File: src/amp_ctrl_consts.vh
// Constants of the amplifier control and status register slice.
// Assumes inclusion by bare name from the design file of this block.
`ifndef AMP_CTRL_CONSTS_VH
`define AMP_CTRL_CONSTS_VH

// ****************************************
// Register offsets
// ****************************************
`define ADDR_INTERRUPT_FLAGS 8'h02
`define ADDR_INTERRUPT_MASKS 8'h03
`define ADDR_SYSTEM_CONTROL 8'h04
`define ADDR_SYSTEM_CONTROL_TWO 8'h05
`define ADDR_AUDIO_PORT_CONFIG_ONE 8'h06

// ****************************************
// Reset values and bit masks
// ****************************************
`define RST_INTERRUPT_FLAGS 16'h0000
`define RST_INTERRUPT_MASKS 16'hffff
`define RST_SYSTEM_CONTROL 16'h3343
`define RST_SYSTEM_CONTROL_TWO 16'h0000
`define RST_AUDIO_PORT_CONFIG_ONE 16'h04e8
`define RST_SAMPLE_RATE 4'h8
`define FLAG_IMPLEMENTED 16'hefbf
`define SYSTEM_CONTROL_WRITABLE 16'h7ffb
`define SYSTEM_CONTROL_TWO_WRITABLE 16'h1fff
`define AUDIO_PORT_CONFIG_ONE_WRITABLE 16'h7fff
`define ZERO_WORD 16'h0000

// ****************************************
// Field positions
// ****************************************
`define BIT_UNDERVOLT_FLAG 14
`define BIT_ULTRASOUND_MUTE 14
`define BIT_AGC_DETECTOR 11
`define BIT_AGC_ENABLE 10
`define BIT_DC_CANCEL 9
`define BIT_HW_MUTE 8
`define BIT_RECEIVER_MODE 7
`define BIT_AUDIO_PORT_ENABLE 6
`define BIT_CHANNEL_SWAP 5
`define BIT_BITCLOCK_INVERT 4
`define BIT_PLL_REF 3
`define BIT_AMP_POWERDOWN 1
`define BIT_SYSTEM_POWERDOWN 0
`define BIT_ULTRASONIC_MODE 12
`define BIT_IRQ_DRIVE_MODE 11
`define BIT_IRQ_SOURCE 10
`define VOL_FINE_HI 5
`define VOL_FINE_LO 0
`define VOL_COARSE_HI 9
`define VOL_COARSE_LO 6
`define LEGACY_OUT_HI 14
`define LEGACY_OUT_LO 12
`define CHANNEL_SEL_HI 11
`define CHANNEL_SEL_LO 10
`define FORMAT_HI 9
`define FORMAT_LO 8
`define WIDTH_HI 7
`define WIDTH_LO 6
`define RATIO_HI 5
`define RATIO_LO 4
`define RATE_HI 3
`define RATE_LO 0

// ****************************************
// Encodings
// ****************************************
`define FINE_STEPS_PER_COARSE 10'd48
`define LEGACY_AGC 3'b000
`define LEGACY_TELEMETRY 3'b010
`define LEGACY_SENSE 3'b011
`define CHAN_RESERVED 2'b00
`define CHAN_LEFT 2'b01
`define CHAN_RIGHT 2'b10
`define CHAN_MONO 2'b11
`define FMT_STANDARD 2'b00
`define FMT_MSB 2'b01
`define FMT_LSB 2'b10
`define WIDTH_16 2'b00
`define WIDTH_20 2'b01
`define WIDTH_24 2'b10
`define WIDTH_32 2'b11
`define RATIO_32 2'b00
`define RATIO_48 2'b01
`define RATIO_64 2'b10
`define RATE_LAST_VALID 4'h9
`define BITS_16 6'h10
`define BITS_20 6'h14
`define BITS_24 6'h18
`define BITS_32 6'h20
`define BCLK_32 7'h20
`define BCLK_48 7'h30
`define BCLK_64 7'h40
`define BCLK_NONE 7'h00

`endif

File: src/amp_system_control_regs.v
// Control and status register slice of a digital audio amplifier.
// Assumes a two-wire bus front end that presents byte addresses and
// 16-bit words with one-cycle read and write strobes on this clock.
`include "amp_ctrl_consts.vh"

module amp_system_control_regs
(
   input wire clock,
   input wire rstn,
   input wire [7:0] reg_addr,
   input wire [15:0] reg_wdata,
   input wire reg_write,
   input wire reg_read,
   output reg [15:0] reg_rdata,
   output reg reg_rvalid,
   input wire [15:0] status_in,
   input wire power_on_event,
   output reg irq_pin_out,
   output reg irq_pin_oe_n,
   output reg ultrasound_mute,
   output reg hardware_mute_enable,
   output reg agc_enable,
   output reg agc_detector_select,
   output reg dc_cancel_enable,
   output reg overcurrent_threshold_low,
   output reg audio_port_enable,
   output reg channel_swap,
   output reg bitclock_invert,
   output reg pll_ref_select,
   output reg amp_powerdown,
   output reg system_powerdown,
   output reg ultrasonic_mode,
   output reg [9:0] volume_attenuation,
   output reg [9:0] attenuation_eighth_db,
   output reg [2:0] legacy_out_select,
   output reg legacy_out_reserved,
   output reg [1:0] input_channel_select,
   output reg input_channel_reserved,
   output reg [1:0] audio_format_select,
   output reg audio_format_reserved,
   output reg [5:0] sample_bits,
   output reg [6:0] bitclocks_per_sample,
   output reg [3:0] sample_rate_select,
   output reg sample_rate_reserved
);

   // ****************************************
   // Input synchronisers
   // ****************************************
   reg [15:0] status_meta;
   reg [15:0] status_sync;
   reg power_on_meta;
   reg power_on_sync;

   always @(posedge clock)
   begin
      if (!rstn)
      begin
         status_meta <= `ZERO_WORD;
         status_sync <= `ZERO_WORD;
         power_on_meta <= 1'b0;
         power_on_sync <= 1'b0;
      end
      else
      begin
         status_meta <= status_in;
         status_sync <= status_meta;
         power_on_meta <= power_on_event;
         power_on_sync <= power_on_meta;
      end
   end

   // ****************************************
   // Interrupt flags
   // ****************************************
   reg [15:0] interrupt_flags;
   reg [15:0] live_status;
   reg [15:0] next_flags;
   reg [15:0] flag_events;
   reg flag_read;

   always @*
   begin
      // Reserved status positions never raise a flag
      live_status = status_sync & `FLAG_IMPLEMENTED;
      flag_events = live_status;
      flag_events[`BIT_UNDERVOLT_FLAG] = status_sync[`BIT_UNDERVOLT_FLAG] | power_on_sync;
      flag_read = reg_read && (reg_addr == `ADDR_INTERRUPT_FLAGS);
      // New events win over the clear of a read
      next_flags = (flag_read ? `ZERO_WORD : interrupt_flags) | flag_events;
   end

   always @(posedge clock)
   begin
      if (!rstn)
      begin
         interrupt_flags <= `RST_INTERRUPT_FLAGS;
      end
      else
      begin
         interrupt_flags <= next_flags;
      end
   end

   // ****************************************
   // Register storage
   // ****************************************
   reg [15:0] interrupt_masks;
   reg [15:0] system_control;
   reg [15:0] system_control_two;
   reg [15:0] audio_port_config_one;

   always @(posedge clock)
   begin
      if (!rstn)
      begin
         interrupt_masks <= `RST_INTERRUPT_MASKS;
         system_control <= `RST_SYSTEM_CONTROL;
         system_control_two <= `RST_SYSTEM_CONTROL_TWO;
         audio_port_config_one <= `RST_AUDIO_PORT_CONFIG_ONE;
      end
      else
      begin
         if (reg_write)
         begin
            case (reg_addr)
               `ADDR_INTERRUPT_MASKS:
               begin
                  interrupt_masks <= reg_wdata;
               end
               `ADDR_SYSTEM_CONTROL:
               begin
                  system_control <= reg_wdata & `SYSTEM_CONTROL_WRITABLE;
               end
               `ADDR_SYSTEM_CONTROL_TWO:
               begin
                  system_control_two <= reg_wdata & `SYSTEM_CONTROL_TWO_WRITABLE;
               end
               `ADDR_AUDIO_PORT_CONFIG_ONE:
               begin
                  audio_port_config_one <= reg_wdata & `AUDIO_PORT_CONFIG_ONE_WRITABLE;
               end
               default:
               begin
                  interrupt_masks <= interrupt_masks;
               end
            endcase
         end
      end
   end

   // ****************************************
   // Read port
   // ****************************************
   reg [15:0] read_mux;

   always @*
   begin
      case (reg_addr)
         `ADDR_INTERRUPT_FLAGS: read_mux = interrupt_flags;
         `ADDR_INTERRUPT_MASKS: read_mux = interrupt_masks;
         `ADDR_SYSTEM_CONTROL: read_mux = system_control;
         `ADDR_SYSTEM_CONTROL_TWO: read_mux = system_control_two;
         `ADDR_AUDIO_PORT_CONFIG_ONE: read_mux = audio_port_config_one;
         default: read_mux = `ZERO_WORD;
      endcase
   end

   always @(posedge clock)
   begin
      if (!rstn)
      begin
         reg_rdata <= `ZERO_WORD;
         reg_rvalid <= 1'b0;
      end
      else
      begin
         reg_rvalid <= reg_read;
         if (reg_read)
         begin
            reg_rdata <= read_mux;
         end
      end
   end

   // ****************************************
   // Interrupt pin
   // ****************************************
   reg irq_active;
   reg [15:0] irq_source_bits;

   always @*
   begin
      irq_source_bits = system_control_two[`BIT_IRQ_SOURCE] ?
         live_status : interrupt_flags;
      irq_active = |(irq_source_bits & ~interrupt_masks);
   end

   always @(posedge clock)
   begin
      if (!rstn)
      begin
         irq_pin_out <= 1'b1;
         irq_pin_oe_n <= 1'b1;
      end
      else
      begin
         // Pin is active low; open-drain only drives the low level
         irq_pin_out <= ~irq_active;
         if (system_control_two[`BIT_IRQ_DRIVE_MODE])
         begin
            irq_pin_oe_n <= 1'b0;
         end
         else
         begin
            irq_pin_oe_n <= ~irq_active;
         end
      end
   end

   // ****************************************
   // Control outputs
   // ****************************************
   reg [3:0] vol_coarse;
   reg [5:0] vol_fine;
   reg [9:0] coarse_eighths;
   reg [9:0] next_atten;

   always @*
   begin
      vol_coarse = system_control_two[`VOL_COARSE_HI:`VOL_COARSE_LO];
      vol_fine = system_control_two[`VOL_FINE_HI:`VOL_FINE_LO];
      // One coarse step spans 48 fine steps
      coarse_eighths = {6'h00, vol_coarse} * `FINE_STEPS_PER_COARSE;
      next_atten = coarse_eighths + {4'h0, vol_fine};
   end

   always @(posedge clock)
   begin
      if (!rstn)
      begin
         ultrasound_mute <= 1'b0;
         hardware_mute_enable <= 1'b1;
         agc_enable <= 1'b0;
         agc_detector_select <= 1'b0;
         dc_cancel_enable <= 1'b1;
         overcurrent_threshold_low <= 1'b0;
         audio_port_enable <= 1'b1;
         channel_swap <= 1'b0;
         bitclock_invert <= 1'b0;
         pll_ref_select <= 1'b0;
         amp_powerdown <= 1'b1;
         system_powerdown <= 1'b1;
         ultrasonic_mode <= 1'b0;
         volume_attenuation <= 10'h000;
         attenuation_eighth_db <= 10'h000;
      end
      else
      begin
         ultrasound_mute <= system_control[`BIT_HW_MUTE]
            & system_control[`BIT_ULTRASOUND_MUTE];
         hardware_mute_enable <= system_control[`BIT_HW_MUTE];
         agc_enable <= system_control[`BIT_AGC_ENABLE];
         agc_detector_select <= system_control[`BIT_AGC_DETECTOR];
         dc_cancel_enable <= system_control[`BIT_DC_CANCEL];
         overcurrent_threshold_low <= system_control[`BIT_RECEIVER_MODE];
         audio_port_enable <= system_control[`BIT_AUDIO_PORT_ENABLE];
         channel_swap <= system_control[`BIT_CHANNEL_SWAP];
         bitclock_invert <= system_control[`BIT_BITCLOCK_INVERT];
         pll_ref_select <= system_control[`BIT_PLL_REF];
         // System powerdown also holds the amplifier down
         amp_powerdown <= system_control[`BIT_AMP_POWERDOWN]
            | system_control[`BIT_SYSTEM_POWERDOWN];
         system_powerdown <= system_control[`BIT_SYSTEM_POWERDOWN];
         ultrasonic_mode <= system_control_two[`BIT_ULTRASONIC_MODE];
         volume_attenuation <= system_control_two[`VOL_COARSE_HI:`VOL_FINE_LO];
         attenuation_eighth_db <= next_atten;
      end
   end

   // ****************************************
   // Audio port configuration decode
   // ****************************************
   reg [2:0] cfg_legacy;
   reg [1:0] cfg_chan;
   reg [1:0] cfg_fmt;
   reg [1:0] cfg_width;
   reg [1:0] cfg_ratio;
   reg [3:0] cfg_rate;
   reg next_legacy_reserved;
   reg [5:0] next_bits;
   reg [6:0] next_bclk;

   always @*
   begin
      cfg_legacy = audio_port_config_one[`LEGACY_OUT_HI:`LEGACY_OUT_LO];
      cfg_chan = audio_port_config_one[`CHANNEL_SEL_HI:`CHANNEL_SEL_LO];
      cfg_fmt = audio_port_config_one[`FORMAT_HI:`FORMAT_LO];
      cfg_width = audio_port_config_one[`WIDTH_HI:`WIDTH_LO];
      cfg_ratio = audio_port_config_one[`RATIO_HI:`RATIO_LO];
      cfg_rate = audio_port_config_one[`RATE_HI:`RATE_LO];
      case (cfg_legacy)
         `LEGACY_AGC: next_legacy_reserved = 1'b0;
         `LEGACY_TELEMETRY: next_legacy_reserved = 1'b0;
         `LEGACY_SENSE: next_legacy_reserved = 1'b0;
         default: next_legacy_reserved = 1'b1;
      endcase
      case (cfg_width)
         `WIDTH_16: next_bits = `BITS_16;
         `WIDTH_20: next_bits = `BITS_20;
         `WIDTH_24: next_bits = `BITS_24;
         default: next_bits = `BITS_32;
      endcase
      case (cfg_ratio)
         `RATIO_32: next_bclk = `BCLK_32;
         `RATIO_48: next_bclk = `BCLK_48;
         `RATIO_64: next_bclk = `BCLK_64;
         default: next_bclk = `BCLK_NONE;
      endcase
   end

   always @(posedge clock)
   begin
      if (!rstn)
      begin
         legacy_out_select <= `LEGACY_AGC;
         legacy_out_reserved <= 1'b0;
         input_channel_select <= `CHAN_LEFT;
         input_channel_reserved <= 1'b0;
         audio_format_select <= `FMT_STANDARD;
         audio_format_reserved <= 1'b0;
         sample_bits <= `BITS_32;
         bitclocks_per_sample <= `BCLK_64;
         sample_rate_select <= `RST_SAMPLE_RATE;
         sample_rate_reserved <= 1'b0;
      end
      else
      begin
         legacy_out_select <= cfg_legacy;
         legacy_out_reserved <= next_legacy_reserved;
         input_channel_select <= cfg_chan;
         input_channel_reserved <= (cfg_chan == `CHAN_RESERVED);
         audio_format_select <= cfg_fmt;
         audio_format_reserved <= (cfg_fmt != `FMT_STANDARD) && (cfg_fmt != `FMT_MSB)
            && (cfg_fmt != `FMT_LSB);
         sample_bits <= next_bits;
         bitclocks_per_sample <= next_bclk;
         sample_rate_select <= cfg_rate;
         sample_rate_reserved <= (cfg_rate > `RATE_LAST_VALID);
      end
   end

endmodule // amp_system_control_regs

File: config.mk
export PLATFORM = sky130hd
export DESIGN_NAME = amp_system_control_regs
export DESIGN_NICKNAME = d
export VERILOG_FILES = /design/src/amp_system_control_regs.v
export VERILOG_INCLUDE_DIRS = /design/src /design/src/src
export SDC_FILE = /design/constraint.sdc
export NUM_CORES = 1
export LEC_CHECK = 0
export ABC_CLOCK_PERIOD_IN_PS = 5000
export BUFFER_PORTS_ARGS = -buffer_cell sky130_fd_sc_hd__clkbuf_2
export CORE_AREA = 2 2 109 111
export CTS_CLUSTER_DIAMETER = 50
export DETAILED_ROUTE_END_ITERATION = 12
export DIE_AREA = 0 0 111 113
export PLACE_DENSITY = 0.83
export SLEW_MARGIN = 20
export SYNTH_ARGS = -nofsm -noshare
export SYNTH_HDL_FRONTEND = slang
export SYNTH_SLANG_ARGS = --single-unit
File: constraint.sdc
create_clock -name clock -period 5 [get_ports clock]
set_input_delay 0.75 -clock clock [delete_from_list [all_inputs] [get_ports clock]]
set_output_delay 0.75 -clock clock [all_outputs]
set_load 0.02 [all_outputs]
==> results.txt <==
status = completed
CTS buffer count = 17
IO Port Bufs = 116
Slew HR = 0.315
fin crit period = 2.68 ns
largest net degree at the start of global routing = 118
synth unique cells = 52
Critical Path AT = 2.94 ns
RSZ-0062 raised after global routing = false
die width = 111 um
startpoint types = primary input
global-route usage over all layers = 0.230
gr ovfl total = 0
Mapped Area = 0.00653 mm2
Sum Neg Setup Slack = 0 ns
Top-Level Pins = 125
number of flops mapped to enable cells by yosys = 0
register area = 0.00344 mm2
gpl congestion = 0.823
post-CTS setup buffer count = 0
sequential element share of the synthesized area = 0.527
drt first pass iters = 5
Ant. Diodes = 0
chip height = 113 um
utilization after layout = 0.679
Metal-1 WL = 6300 um
Clk Latency, worst-skew pair = 0.43 ns
die area = 0.0125 mm2
number of fill cells in the layout = 832
Resized cells post-CTS = 0
Fin. Hold Viols = 0
post-route total power = 2.82 mW
fmax = 373 MHz
DRT iter0 DRCs = 397
Hold Crit Class = register to register
Avg Cell Area, Syn = 10.4 um2
vias in the first global route = 4544
Tcrit/Tclk final = 0.536
Post-synth ARST share = 0
Slew Limit Fails = 0
root buf cell = clkbuf_16
Core Rows = 39
total detailed-routing wirelength = 14200 um
critical path type = primary input to register
post-detailed-route wirelength per cell = 16.1 um
core area = 0.0113 mm2
hpwl dp = 9790 um
Worst Tran Pin Value = 1.03 ns
warnings from Yosys = 0
clock-pin slew on the worst setup and hold paths = 0.06 ns
share of cells above drive strength 1 = 0.216
clock skew = 0.00661 ns
Yosys reg bits = 172
clock sinks = 172
Met3 Wirelength = 910 um
crit path max fanout = 29
CP required = 5.26 ns
antenna violations before repair = 0
peak supply drop = 0.265 mV
Hold-fix buffers, CTS = 0
first-pass GRT wire length = 22700 um
detailed-route via count = 4792
CTS tree = yes
commonest non-fill, non-tap cell in the layout = dfxtp_1
DR WL met2 = 6680 um
Power Density = 369 mW/mm2
Leak = 3.75 nW
most used cells in the layout excluding fill and tap cells = dfxtp_1 (172), clkbuf_2 (115), mux2i_1 (88)
Avg Vias per Cell = 5.46
Setup-failing EPs final = 0
P&R area growth vs syn = 17.2%
Max Cap Viol = 0
CTS Buffer Depth = 2
CP Capture Type = register
Multi-input gate area = 0.00278 mm2
CTS H-Tree Depth = 4
Gate Count Post-Synth = 629
post-detailed-route count of antenna-violating nets = 0
DRC errors left = 0
starting density of the core = 0.579
Main synth FF type = dfxtp_1
Top Layer Used = met4
nets = 775
metal layers:
| layer | up-vias | GRT usage |
|---|---|---|
| met1 | 2259 | 0.297 |
| li1 | 2323 | - |
| met3 | 27 | 0.0568 |
| met5 | - | 0 |
| met2 | 183 | 0.375 |
| met4 | 0 | 0.0875 |
through the flow:
step / setup slack, ns / std cells / hold WS (ns) / instance area (um2)
after floorplan: 2.97 / 634 / 0.412 / 6550
after global placement: 1.83 / 845 / 0.419 / 7050
after detailed placement: 1.74 / 845 / 0.417 / 7050
after CTS: 2.18 / 877 / 0.432 / 7640
after global routing: 2.19 / 878 / 0.442 / 7650
final: 2.32 / 878 / 0.429 / 7650
final timing paths:
path                          startpoint                  to  slack (ns)  cells after the start
hold reg to reg          status_meta[13]     status_sync[13]        0.43                      1
setup reg to reg  system_control_two[10]        irq_pin_oe_n        2.73                      4
setup / recovery             reg_addr[0]  interrupt_masks[7]        2.32                      5
hold / removal           status_meta[13]     status_sync[13]        0.43                      1
final cells by class:
cell class                 instances  share of cell area
multi-input combinational        396               0.363
clock buffer                      22              0.0633
inverter                          17             0.00834
tap                              143              0.0234
clock inverter                    10              0.0139
timing repair buffer             118              0.0786
sequential                       172               0.450
cell usage after synthesis (all sizes together), types with 2 or more instances:
cell	number	area share
nor3	2	0.0015
inv	17	0.0098
a21oi	26	0.020
and2	54	0.052
nor2	4	0.0023
fa	2	0.0061
clkbuf	26	0.015
ha	6	0.011
a22oi	15	0.017
mux2	2	0.0034
a22o	5	0.0067
mux2i	88	0.13
nand2b	8	0.0077
xnor2	2	0.0027
nand2	69	0.040
dfxtp	172	0.53
nand4	6	0.010
o22ai	18	0.017
nand3	4	0.0031
and3	5	0.0048
buf	23	0.026
a21o	2	0.0023
o21ai	21	0.016
and3b	3	0.0040
nor2b	28	0.027
kinds of logic (layout without fill, tap and decap cells):
logic type                 count (synthesis)  after routing  synth area share
adders and majority gates                  8              8            0.0176
DFF                                      172            172             0.527
and+or+nand+nor                          189            189             0.161
xor gates and xnor gates                   4              4           0.00747
other                                      1              6          0.000574
muxes                                     90             90             0.138
buffers and inverters                     66            167            0.0506
AOI/OAI and AO/OA                         99             99            0.0968
registers in the layout, indices dropped and copies added (netlist names), 2 cells and up:
signal / cells
status_meta: 14
legacy_out_select: 3
sample_rate_select: 4
input_channel_select: 2
bitclocks_per_sample: 3
interrupt_flags: 14
attenuation_eighth_db: 6
audio_format_select: 2
system_control: 14
volume_attenuation: 10
system_control_two: 13
sample_bits: 4
interrupt_masks: 16
status_sync: 14
reg_rdata: 16
audio_port_config_one: 15
worst max-delay path, cell delays in order:
cell	delay [ns]
clkbuf_2	0.70
and3b_1	0.34
nand4_2	0.63
mux2i_1	0.40
nand2_1	0.09
power by group:
part	leakage, nW	total, mW	switching, mW	internal [mW]
clock	0.284	1.28	0.537	0.746
combinational	2.07	0.133	0.0825	0.0506
sequential	1.40	1.40	0.0118	1.39
Note: power is estimated with default switching activity, not from simulation.
